`src/line_arbiter_regs.svh`:
```
`ifndef LINE_ARBITER_REGS_SVH
`define LINE_ARBITER_REGS_SVH

// register addresses (8-bit port address)
`define ARB_CONTROL_ADDR     8'h00
`define ARB_COUNT_LOW_ADDR   8'h01
`define ARB_IRQ_STATUS_ADDR  8'h02
`define ARB_IRQ_MASK_ADDR    8'h03

// control register fields
`define ARB_MODE_LOW_BIT     0
`define ARB_MODE_HIGH_BIT    1
`define ARB_LOST_BIT         2
`define ARB_CLK_SEL_BIT      3
`define ARB_FIN_BIT          4
`define ARB_RUN_BIT          5
`define ARB_OVF_BIT          6
`define ARB_MSB_BIT          7

// interrupt status fields
`define ARB_EV_FIN_BIT       0
`define ARB_EV_OVF_BIT       1
`define ARB_EV_LOST_BIT      2
`define ARB_EV_WIDTH         3

// reset values
`define ARB_CONTROL_RESET    8'h00
`define ARB_COUNT_RESET      9'h000
`define ARB_MASK_RESET       3'h0

// arbitration sample points
`define ARB_SAMPLE_BUS_DIV   9'h038
`define ARB_SAMPLE_PRE_DIV   9'h008

// counter tick dividers
`define ARB_BUS_DIV          2'h3
`define ARB_PRE_DIV          2'h1

`endif

```
`src/line_arbiter_pkg.sv`:
```
package line_arbiter_pkg;

  typedef enum logic [1:0] {
    MODE_IDLE    = 2'b00,
    MODE_MEASURE = 2'b01,
    MODE_ARBIT   = 2'b10,
    MODE_RSVD    = 2'b11
  } arb_mode_t;

  // gray along idle -> wait -> count -> done
  typedef enum logic [1:0] {
    ST_IDLE  = 2'b00,
    ST_WAIT  = 2'b01,
    ST_COUNT = 2'b11,
    ST_DONE  = 2'b10
  } arb_state_t;

endpackage

```
`src/serial_line_arbiter.sv`:
```
`include "line_arbiter_regs.svh"
`timescale 1ns/1ps
`default_nettype none

module serial_line_arbiter (
  // clock and reset
  input  wire logic       MCLK_I,
  input  wire logic       RST_I,
  // register port
  input  wire logic [7:0] ADDR_I,
  input  wire logic [7:0] WDATA_I,
  input  wire logic       WR_I,
  input  wire logic       RD_I,
  output logic      [7:0] RDATA_O,
  // serial lines
  input  wire logic       PRESCALER_TICK_I,
  input  wire logic       RXD_I,
  input  wire logic       PORT_TRANSMIT_OUTPUT_I,
  output logic            TXD_O,
  // interrupt
  output logic            IRQ_O
);

  line_arbiter_pkg::arb_mode_t  mode_ff;
  line_arbiter_pkg::arb_state_t state_ff;
  line_arbiter_pkg::arb_state_t nxt_state;

  logic                    clk_sel_ff;
  logic                    lost_ff;
  logic                    fin_ff;
  logic                    ovf_ff;
  logic [8:0]              count_ff;
  logic [1:0]              div_ff;
  logic                    tick;
  logic                    rx_meta_ff;
  logic                    rx_sync_ff;
  logic                    rx_prev_ff;
  logic                    tx_prev_ff;
  logic                    rx_fall;
  logic                    rx_rise;
  logic                    tx_rise;
  logic                    tx_fall;
  logic                    ctl_wr;
  logic                    running;
  logic                    set_fin;
  logic                    set_lost;
  logic                    sample_hit;
  logic [`ARB_EV_WIDTH-1:0] irq_status_ff;
  logic [`ARB_EV_WIDTH-1:0] irq_mask_ff;
  logic [`ARB_EV_WIDTH-1:0] ev;
  logic [8:0]              sample_at;

  assign ctl_wr  = WR_I && (ADDR_I == `ARB_CONTROL_ADDR);

  // receive line synchroniser, first stage read only by second
  always_ff @(posedge MCLK_I) begin
    if (RST_I) begin
      rx_meta_ff <= 1'b1;
      rx_sync_ff <= 1'b1;
      rx_prev_ff <= 1'b1;
      tx_prev_ff <= 1'b1;
    end else begin
      rx_meta_ff <= RXD_I;
      rx_sync_ff <= rx_meta_ff;
      rx_prev_ff <= rx_sync_ff;
      tx_prev_ff <= PORT_TRANSMIT_OUTPUT_I;
    end
  end

  assign rx_fall = rx_prev_ff && !rx_sync_ff;
  assign rx_rise = !rx_prev_ff && rx_sync_ff;
  assign tx_rise = !tx_prev_ff && PORT_TRANSMIT_OUTPUT_I;
  assign tx_fall = tx_prev_ff && !PORT_TRANSMIT_OUTPUT_I;

  // counter tick divider
  always_ff @(posedge MCLK_I) begin
    if (RST_I || tick) begin
      div_ff <= 2'h0;
    end else if (!clk_sel_ff || PRESCALER_TICK_I) begin
      div_ff <= div_ff + 2'h1;
    end
  end

  always_comb begin
    if (clk_sel_ff) begin
      tick = PRESCALER_TICK_I && (div_ff == `ARB_PRE_DIV);
    end else begin
      tick = (div_ff == `ARB_BUS_DIV);
    end
  end

  // mode, clock select, lost flag
  always_ff @(posedge MCLK_I) begin
    if (RST_I) begin
      mode_ff    <= line_arbiter_pkg::MODE_IDLE;
      clk_sel_ff <= 1'b0;
    end else if (ctl_wr) begin
      mode_ff    <= line_arbiter_pkg::arb_mode_t'(
                    {WDATA_I[`ARB_MODE_HIGH_BIT], WDATA_I[`ARB_MODE_LOW_BIT]});
      clk_sel_ff <= WDATA_I[`ARB_CLK_SEL_BIT];
    end
  end

  assign sample_at  = clk_sel_ff ? `ARB_SAMPLE_PRE_DIV : `ARB_SAMPLE_BUS_DIV;
  assign sample_hit = tick && (state_ff == line_arbiter_pkg::ST_COUNT)
                      && (count_ff == sample_at - 9'h001);
  assign set_lost   = (mode_ff == line_arbiter_pkg::MODE_ARBIT) && sample_hit
                      && !rx_sync_ff;

  always_ff @(posedge MCLK_I) begin
    if (RST_I) begin
      lost_ff <= 1'b0;
    end else if (set_lost) begin
      lost_ff <= 1'b1;
    end else if (ctl_wr && !WDATA_I[`ARB_MODE_HIGH_BIT]) begin
      lost_ff <= 1'b0;
    end
  end

  // sequencing
  always_comb begin
    nxt_state = state_ff;
    set_fin   = 1'b0;
    case (state_ff)
      line_arbiter_pkg::ST_IDLE: begin
        if (mode_ff == line_arbiter_pkg::MODE_MEASURE ||
            mode_ff == line_arbiter_pkg::MODE_ARBIT) begin
          nxt_state = line_arbiter_pkg::ST_WAIT;
        end
      end
      line_arbiter_pkg::ST_WAIT: begin
        if (mode_ff == line_arbiter_pkg::MODE_MEASURE) begin
          if (!clk_sel_ff && rx_fall) begin
            nxt_state = line_arbiter_pkg::ST_COUNT;
          end else if (clk_sel_ff && !rx_sync_ff) begin
            nxt_state = line_arbiter_pkg::ST_COUNT;
          end
        end else if (tx_rise) begin
          nxt_state = line_arbiter_pkg::ST_COUNT;
        end
      end
      line_arbiter_pkg::ST_COUNT: begin
        if (mode_ff == line_arbiter_pkg::MODE_MEASURE) begin
          if ((!clk_sel_ff && rx_fall) || (clk_sel_ff && rx_rise)) begin
            nxt_state = line_arbiter_pkg::ST_DONE;
            set_fin   = 1'b1;
          end
        end else if (tx_fall) begin
          nxt_state = line_arbiter_pkg::ST_WAIT;
        end else if (set_lost || (sample_hit && rx_sync_ff)) begin
          nxt_state = line_arbiter_pkg::ST_DONE;
        end
      end
      line_arbiter_pkg::ST_DONE: begin
        if (mode_ff == line_arbiter_pkg::MODE_ARBIT && tx_rise) begin
          nxt_state = line_arbiter_pkg::ST_COUNT;
        end
      end
      default: nxt_state = line_arbiter_pkg::ST_IDLE;
    endcase
  end

  always_ff @(posedge MCLK_I) begin
    if (RST_I || ctl_wr || mode_ff == line_arbiter_pkg::MODE_IDLE ||
        mode_ff == line_arbiter_pkg::MODE_RSVD) begin
      state_ff <= line_arbiter_pkg::ST_IDLE;
    end else begin
      state_ff <= nxt_state;
    end
  end

  assign running = (state_ff == line_arbiter_pkg::ST_COUNT);

  // counter and overflow
  always_ff @(posedge MCLK_I) begin
    if (RST_I || ctl_wr || mode_ff == line_arbiter_pkg::MODE_IDLE) begin
      count_ff <= `ARB_COUNT_RESET;
      ovf_ff   <= 1'b0;
    end else if ((state_ff != line_arbiter_pkg::ST_COUNT &&
                  nxt_state == line_arbiter_pkg::ST_COUNT && tx_rise) ||
                 (state_ff == line_arbiter_pkg::ST_COUNT &&
                  nxt_state == line_arbiter_pkg::ST_WAIT)) begin
      count_ff <= `ARB_COUNT_RESET;
    end else if (running && tick) begin
      count_ff <= count_ff + 9'h001;
      if (count_ff == 9'h1FF) begin
        ovf_ff <= 1'b1;
      end
    end
  end

  always_ff @(posedge MCLK_I) begin
    if (RST_I || ctl_wr) begin
      fin_ff <= 1'b0;
    end else if (set_fin) begin
      fin_ff <= 1'b1;
    end
  end

  // pin override
  always_ff @(posedge MCLK_I) begin
    if (RST_I) begin
      TXD_O <= 1'b1;
    end else begin
      TXD_O <= PORT_TRANSMIT_OUTPUT_I || lost_ff || set_lost;
    end
  end

  // interrupts: set wins over write-one-to-clear
  assign ev[`ARB_EV_FIN_BIT]  = set_fin;
  assign ev[`ARB_EV_OVF_BIT]  = running && tick && (count_ff == 9'h1FF);
  assign ev[`ARB_EV_LOST_BIT] = set_lost;

  generate
    for (genvar i = 0; i < `ARB_EV_WIDTH; i++) begin : g_irq
      always_ff @(posedge MCLK_I) begin
        if (RST_I) begin
          irq_status_ff[i] <= 1'b0;
        end else if (ev[i]) begin
          irq_status_ff[i] <= 1'b1;
        end else if (WR_I && ADDR_I == `ARB_IRQ_STATUS_ADDR && WDATA_I[i]) begin
          irq_status_ff[i] <= 1'b0;
        end
      end
    end
  endgenerate

  always_ff @(posedge MCLK_I) begin
    if (RST_I) begin
      irq_mask_ff <= `ARB_MASK_RESET;
    end else if (WR_I && ADDR_I == `ARB_IRQ_MASK_ADDR) begin
      irq_mask_ff <= WDATA_I[`ARB_EV_WIDTH-1:0];
    end
  end

  assign IRQ_O = |(irq_status_ff & irq_mask_ff);

  // read data, one cycle after strobe
  always_ff @(posedge MCLK_I) begin
    if (RST_I) begin
      RDATA_O <= 8'h00;
    end else if (RD_I) begin
      case (ADDR_I)
        `ARB_CONTROL_ADDR: begin
          RDATA_O <= {count_ff[8], ovf_ff, running, fin_ff,
                      clk_sel_ff, lost_ff, mode_ff};
        end
        `ARB_COUNT_LOW_ADDR:  RDATA_O <= count_ff[7:0];
        `ARB_IRQ_STATUS_ADDR: RDATA_O <= {5'h00, irq_status_ff};
        `ARB_IRQ_MASK_ADDR:   RDATA_O <= {5'h00, irq_mask_ff};
        default:              RDATA_O <= 8'h00;
      endcase
    end else begin
      RDATA_O <= 8'h00;
    end
  end

  property p_write_clears;
    @(posedge MCLK_I) disable iff (RST_I) ctl_wr |=> (count_ff == 9'h000) && !fin_ff;
  endproperty
  a_write_clears: assert property (p_write_clears) else $error("control write did not clear");

  property p_idle_hold;
    @(posedge MCLK_I) disable iff (RST_I)
      (mode_ff == line_arbiter_pkg::MODE_IDLE) |=> (count_ff == 9'h000) || ctl_wr;
  endproperty
  a_idle_hold: assert property (p_idle_hold) else $error("idle counter not held");

  property p_lost_tx;
    @(posedge MCLK_I) disable iff (RST_I) lost_ff |=> TXD_O;
  endproperty
  a_lost_tx: assert property (p_lost_tx) else $error("transmit not forced high");

  property p_lost_set;
    @(posedge MCLK_I) disable iff (RST_I) set_lost |=> lost_ff;
  endproperty
  a_lost_set: assert property (p_lost_set) else $error("lost flag not set");

  property p_lost_clear;
    @(posedge MCLK_I) disable iff (RST_I)
      (ctl_wr && !WDATA_I[`ARB_MODE_HIGH_BIT] && !set_lost) |=> !lost_ff;
  endproperty
  a_lost_clear: assert property (p_lost_clear) else $error("lost flag not cleared");

  property p_ovf_sticky;
    @(posedge MCLK_I) disable iff (RST_I) (ovf_ff && !ctl_wr) |=> ovf_ff;
  endproperty
  a_ovf_sticky: assert property (p_ovf_sticky) else $error("overflow not sticky");

  property p_count_stopped;
    @(posedge MCLK_I) disable iff (RST_I)
      (!running && !ctl_wr && mode_ff != line_arbiter_pkg::MODE_IDLE && !tx_rise
       && !tx_fall) |=> $stable(count_ff);
  endproperty
  a_count_stopped: assert property (p_count_stopped) else $error("counter moved while stopped");

  property p_fin_set;
    @(posedge MCLK_I) disable iff (RST_I) (set_fin && !ctl_wr) |=> fin_ff && !running;
  endproperty
  a_fin_set: assert property (p_fin_set) else $error("finish flag not set");

endmodule // serial_line_arbiter

`default_nettype wire

```
`config.mk`:
```
export PLATFORM = sky130hd
export DESIGN_NAME = serial_line_arbiter
export DESIGN_NICKNAME = d
export VERILOG_FILES = /design/src/line_arbiter_pkg.sv /design/src/serial_line_arbiter.sv
export VERILOG_INCLUDE_DIRS = /design/src
export SDC_FILE = /design/constraint.sdc
export NUM_CORES = 1
export LEC_CHECK = 0
export BUFFER_PORTS_ARGS = -buffer_cell sky130_fd_sc_hd__buf_2
export CAP_MARGIN = 20
export CORE_AREA = 2 2 83 85
export CTS_BUF_LIST = sky130_fd_sc_hd__clkbuf_8
export DETAILED_ROUTE_END_ITERATION = 6
export DIE_AREA = 0 0 85 87
export HOLD_SLACK_MARGIN = 0.12
export PLACE_DENSITY_LB_ADDON = 0.15
export SYNTH_ARGS = -nofsm -noshare
export SYNTH_HDL_FRONTEND = slang
export SYNTH_SLANG_ARGS = --single-unit
```
`constraint.sdc`:
```
create_clock -name MCLK_I -period 3.21 [get_ports MCLK_I]
set_input_delay 0.1605 -clock MCLK_I [delete_from_list [all_inputs] [get_ports MCLK_I]]
set_output_delay 0.1605 -clock MCLK_I [all_outputs]
set_load 0.02 [all_outputs]
```
======== Yosys cells after proc, flatten, opt, wreduce, memory -nomap -nowiden ========
Index checks and enable logic that the tools add are counted.
cells by class
  reductions and logical operators ........ 53
  equal/unequal tests ..................... 16
  multiplexer cells ....................... 25
  bitwise logic cells ..................... 3
  add/sub/neg operators ................... 3
operators by type and width
  operator                                           count
  one-hot mux 8 bit (4 select lines)                 1
  logical AND 1 bit                                  25
  2-to-1 mux 2 bit                                   10
  == test 8 x 2 -> 1 bit (second input constant)     2
  == test 2 bit (second input constant)              6
  2-to-1 mux 1 bit                                   12
  logical OR 1 bit                                   11
  adder 9 x 1 -> 9 bit (second input constant)       1
  == test 9 bit                                      1
  == test 9 bit (second input constant)              1
  == test 2 x 1 -> 1 bit (second input constant)     4
  == test 8 x 1 -> 1 bit (second input constant)     1
  zero test 8 bit                                    1
  one-hot mux 2 bit (4 select lines)                 1
  nonzero test 2 bit                                 4
  subtractor 6 x 1 -> 7 bit (second input constant)  1
  zero test 1 bit                                    6
  2-to-1 mux 6 bit                                   1
  zero test 2 bit                                    2
  OR reduction 2 bit                                 2
  AND 3 bit                                          1
  AND reduction 3 bit                                1
  OR reduction 3 bit                                 1
  adder 2 x 1 -> 2 bit (second input constant)       1
  2 further kinds                                    3
word-level totals
  output and inout bits ................... 10
  logic and storage cells ................. 118
  bits of input ports ..................... 23
  register bits after elaboration ......... 38

======== Logic depth before layout (Yosys ltp) ========
  depth after elaboration ................. 18
  gate-level depth with buffers ........... 7
  gate-level depth less buffers ........... 7

======== Least setup slack after synthesis ========
Ideal clock, no wire load.
  path kind ............................... register to register
  from .................................... reg mode_ff[1]
  to ...................................... reg count_ff[0]
  data required time ...................... 3.083 ns
  setup slack ............................. 1.592 ns
  stages on the path, launching flop included .. 8
  arrival ................................. 1.491 ns
  period minus slack after synthesis ...... 1.618 ns
  setup time .............................. 0.127 ns
  buffers on the path ..................... 0
  cell sequence ........................... dfxtp_1 inv_1 ha_1 nand4b_1 nand4_1 a31o_2 a21oi_2 nor2_1
between the ends
  longest elaborated chain between the ends .. 13
  elaborated cells on any way between the ends .. 23
  those cells by class .................... eq/ne (4); mux (7); reduce/logical (12)
RTL lines
  element                             RTL line                                                                            source
  start, declared                     serial_line_arbiter.sv:24                                                           line_arbiter_pkg::arb_mode_t mode_ff;
  start signal, assigned              serial_line_arbiter.sv:95                                                           mode_ff <= line_arbiter_pkg::MODE_IDLE;
  start signal, assigned              serial_line_arbiter.sv:98                                                           mode_ff <= line_arbiter_pkg::arb_mode_t'(
  == test 2 bit                       serial_line_arbiter.sv:107, serial_line_arbiter.sv:127, serial_line_arbiter.sv:155
  logical AND 1 bit                   serial_line_arbiter.sv:107                                                          assign set_lost = (mode_ff == line_arbiter_pkg::MODE_ARBIT) && sample_hit
  logical AND 1 bit                   serial_line_arbiter.sv:108                                                          && !rx_sync_ff;
  logical OR 1 bit                    serial_line_arbiter.sv:150                                                          end else if (set_lost || (sample_hit && rx_sync_ff)) begin
  2-to-1 mux 2 bit                    serial_line_arbiter.sv:150
  2-to-1 mux 2 bit                    serial_line_arbiter.sv:148                                                          end else if (tx_fall) begin
  2-to-1 mux 2 bit                    serial_line_arbiter.sv:143                                                          if (mode_ff == line_arbiter_pkg::MODE_MEASURE) begin
  one-hot mux 2 bit (4 select lines)  serial_line_arbiter.sv:124                                                          case (state_ff)
  == test 2 bit                       serial_line_arbiter.sv:180                                                          nxt_state == line_arbiter_pkg::ST_COUNT && tx_rise) ||
  logical AND 1 bit                   serial_line_arbiter.sv:179                                                          end else if ((state_ff != line_arbiter_pkg::ST_COUNT &&
  logical AND 1 bit                   serial_line_arbiter.sv:180
  logical OR 1 bit                    serial_line_arbiter.sv:180
  OR reduction 2 bit (no line) (*)    n/a
  end signal, assigned                serial_line_arbiter.sv:177                                                          count_ff <= `ARB_COUNT_RESET;
  end signal, assigned                serial_line_arbiter.sv:183                                                          count_ff <= `ARB_COUNT_RESET;
  end signal, assigned                serial_line_arbiter.sv:185                                                          count_ff <= count_ff + 9'h001;
  end, declared                       serial_line_arbiter.sv:32                                                           logic [8:0] count_ff;
Every way passes the cells marked *; elsewhere a longest branch is shown, timed or not.
A chain may end at the register's enable or synchronous reset.

======== Worst setup path in the final report ========
  from .................................... reg mode_ff[1]
  to ...................................... reg count_ff[8]
Same word-level chain as after synthesis.

==> out/results.tsv <==
stage	metric	value	unit
logic_synthesis	syn_nets	233	
drt	1st-iter DRT viols	81	
timing	final setup TNS	0	ns
logic_synthesis	dominant cell type by area after synthesis	dfxtp_1	
logic_synthesis	synth warn	0	
power_and_ir_drop	pwr/cell area	393.5	nW/um^2
timing	Slew @ Worst Pin	0.4667	ns
drt	wire length per cell	13.98	um
drt	met3 wire len	223	um
floorplanning	core area	6569	um^2
critical_path	crit-path leading delay family	compound AO/OA/AOI/OAI gates	
logic_synthesis	synth top area cells	dfxtp_1 40%, nor2_1 6.5%, mux2i_1 6.3%	
critical_path	Worst Path Required	3.38	ns
global_route	All-Layer GR Usage	12.78	%
clocking	Worst-path clk slew	0.07	ns
critical_path	CP cell instances	inv_1 -> ha_1 -> nand4b_1 -> nand4_1 -> a31o_2 -> a21oi_2 -> nor2_1	
final_layout	commonest cells after routing, fill and taps aside	38 x dfxtp_1, 33 x nor2_1, 28 x buf_2	
critical_path	classification of the worst setup path	flip-flop to flip-flop	
timing	Max-Slew Margin vs Limit	68.89	%
clocking	Max Buffers Root-to-Sink	2	
logic_synthesis	Synth top area share	39.76	%
global_route	vias in the first global route	1475	
critical_path	CP Capture Type	flip-flop	
final_layout	synth-to-layout area growth	16.55	%
power_and_ir_drop	peak supply drop	0.0001875	V
floorplanning	Total Die Area	7395	um^2
timing	Highest Clock Rate	501.4	MHz
critical_path	Startpoint Class	flip-flop	
min_path	cell count of the worst hold path	3	
drt	vias	1536	
floorplanning	initial core utilization	29.12	%
drt	Pre-Repair DR Iteration Count	5	
timing	RSZ-0062 raised after global routing	false	
clocking	# Post-CTS Setup Buffers	0	
critical_path	WP data arrival	2.16	ns
power_and_ir_drop	total chip power	0.8773	mW
logic_synthesis	Syn Std Cell Area	1913	um^2
timing	Period Utilization, post-route	62.14	%
run	max-cap viol count	0	
min_path	Worst Hold Class	primary input to flip-flop	
drt	vias per cell	4.923	
critical_path	crit-path max cell delay	0.42	ns
power_and_ir_drop	Leak	0.8915	nW
final_layout	# diodes	0	
timing	number of setup violations in the final report	0	
timing	Pins Over Slew Limit	0	
floorplanning	standard-cell rows	30	
timing	Setup Skew	0.005647	ns
critical_path	CP Depth	7	
logic_synthesis	Synth Area per Inst	9.471	um^2
logic_synthesis	FFs w/ async S/R, synth	0	%
final_layout	final-stage net count	262	
final_layout	share of cells above drive strength 1	23.71	%
clocking	TritonCTS clock tree	done	
floorplanning	Chip Width	85	um
drt	Routed Antenna Nets	0	
global_route	initial antenna violation count	0	
logic_synthesis	post-synthesis sequential area ratio	39.76	%
clocking	cts repair resizes	0	
clocking	CTS H-tree depth	2	
clocking	CTS Sinks	38	
timing	Final Hold Fails	0	
place	Post-DP HPWL	3233	um
logic_synthesis	Netlist cell types	55	
drt	DRC errors left	0	
critical_path	crit-path max FO	9	
logic_synthesis	top_reg_cell synth	dfxtp_1	
clocking	root buffer cell	clkbuf_8	
place	global placement routability congestion	0.7602	
global_route	largest net degree at the start of global routing	22	
run_status	outcome	finished, final reports clean	
critical_path	Critical-path top delay cell	dfxtp_1	
logic_synthesis	EDFF count, synth	0	
drt	routed length on met1	2070	um
timing	fin crit period	1.995	ns
timing	worst setup margin	1.215	ns
place	pre-CTS setup slack	1.231	ns
logic_synthesis	Synth Register Bits	38	
floorplanning	# IOs	33	
global_route	first-pass GRT wire length	7327	um
drt	Routed WL	4362	um
final_layout	most common cell after layout, fill and taps aside	dfxtp_1	
clocking	Clock Latency Late Sink	0.29	ns
floorplanning	Die Ht	87	um
place	# port buffers	28	
global_route	grt ovf	0	
logic_synthesis	Mapped Cells	202	
critical_path	worst r2r path cells	7	
drt	metal2 WL	2024	um
clocking	total CTS buffers	5	
drt	highest metal used	met4	
critical_path	worst path bufs/invs	1	
worst reg2reg max path, stage by stage, from the launching register on:
cell and delay, ns:
dfxtp_1 0.42, inv_1 0.10, ha_1 0.26, nand4b_1 0.14, nand4_1 0.17, a31o_2 0.28, a21oi_2 0.40, nor2_1 0.10
path summary, 6_finish.rpt:
kind	startpoint	slack (ns)	to
setup / recovery	mode_ff[1]	1.22	count_ff[8]
hold / removal	WDATA_I[0]	0.14	irq_mask_ff[0]
setup reg to reg	mode_ff[1]	1.22	count_ff[8]
hold reg to reg	rx_meta_ff	0.41	rx_sync_ff
metrics by stage:
stage	util, %	area [um^2]	cells	hold slack, ns
global placement	32.10	2108	301	0.3438
global route	33.94	2230	312	0.1794
finish	33.94	2230	312	0.1429
CTS	33.94	2230	312	0.1367
detailed placement	32.10	2108	301	0.3460
floorplan	-	1913	202	0.2643
sequential cells by signal, indices dropped and copies added, names as in the netlist:
signal and cells:
state_ff 2, div_ff 2, rx_meta_ff 1, rx_sync_ff 1, rx_prev_ff 1, clk_sel_ff 1, tx_prev_ff 1, lost_ff 1
ovf_ff 1, irq_status_ff 3, mode_ff 2, fin_ff 1, count_ff 9, irq_mask_ff 3, TXD_O 1, RDATA_O 8
report_power, final:
| part | leakage [nW] | internal, mW | switching [mW] |
|---|---|---|---|
| Clock | 0.0524 | 0.170 | 0.169 |
| Combinational | 0.531 | 0.0253 | 0.0309 |
| Sequential | 0.308 | 0.477 | 0.00439 |
| Total | 0.891 | 0.673 | 0.204 |
cell families after synthesis:
group	count (synthesis)	synth area share (%)
fa+ha+maj	8	5.232
buf+inv	14	3.336
flops	38	39.76
simple gates	85	25.96
xor+xnor	7	3.205
mux	15	8.045
compound gates	35	14.45
per-layer routing:
layer	GRT usage, %	up-vias
li1	-	785
met1	16.93	712
met2	20.45	35
met3	3.033	4
met4	4.329	0
met5	0	-
timing repair:
action | in CTS | in global routing
hold endpoints to repair | 3 | 0
hold buffers | 3 | 0
setup endpoints to repair | 0 | 0
layout make-up:
class | count | area, um^2
inverter | 5 | 18.77
clock buffer | 6 | 82.58
fill | 700 | 4339
tap | 80 | 100.1
multi-input combinational | 150 | 1089
timing repair buffer | 31 | 170.2
sequential | 38 | 760.7
clock inverter | 2 | 8.758
cell usage after synthesis, types with 3 or more instances:
master     n
nor2_1    33
nand2_1   14
inv_1      5
nand2b_1   3
buf_2      4
a31oi_1    3
mux2i_1   12
ha_1       8
nor3_1     3
xor2_1     5
nand4_1    6
a222oi_1   4
dfxtp_1   38
mux2_2     3
or2_2      5
a21oi_1    6
No activity file was read; power rests on OpenSTA's default activity.
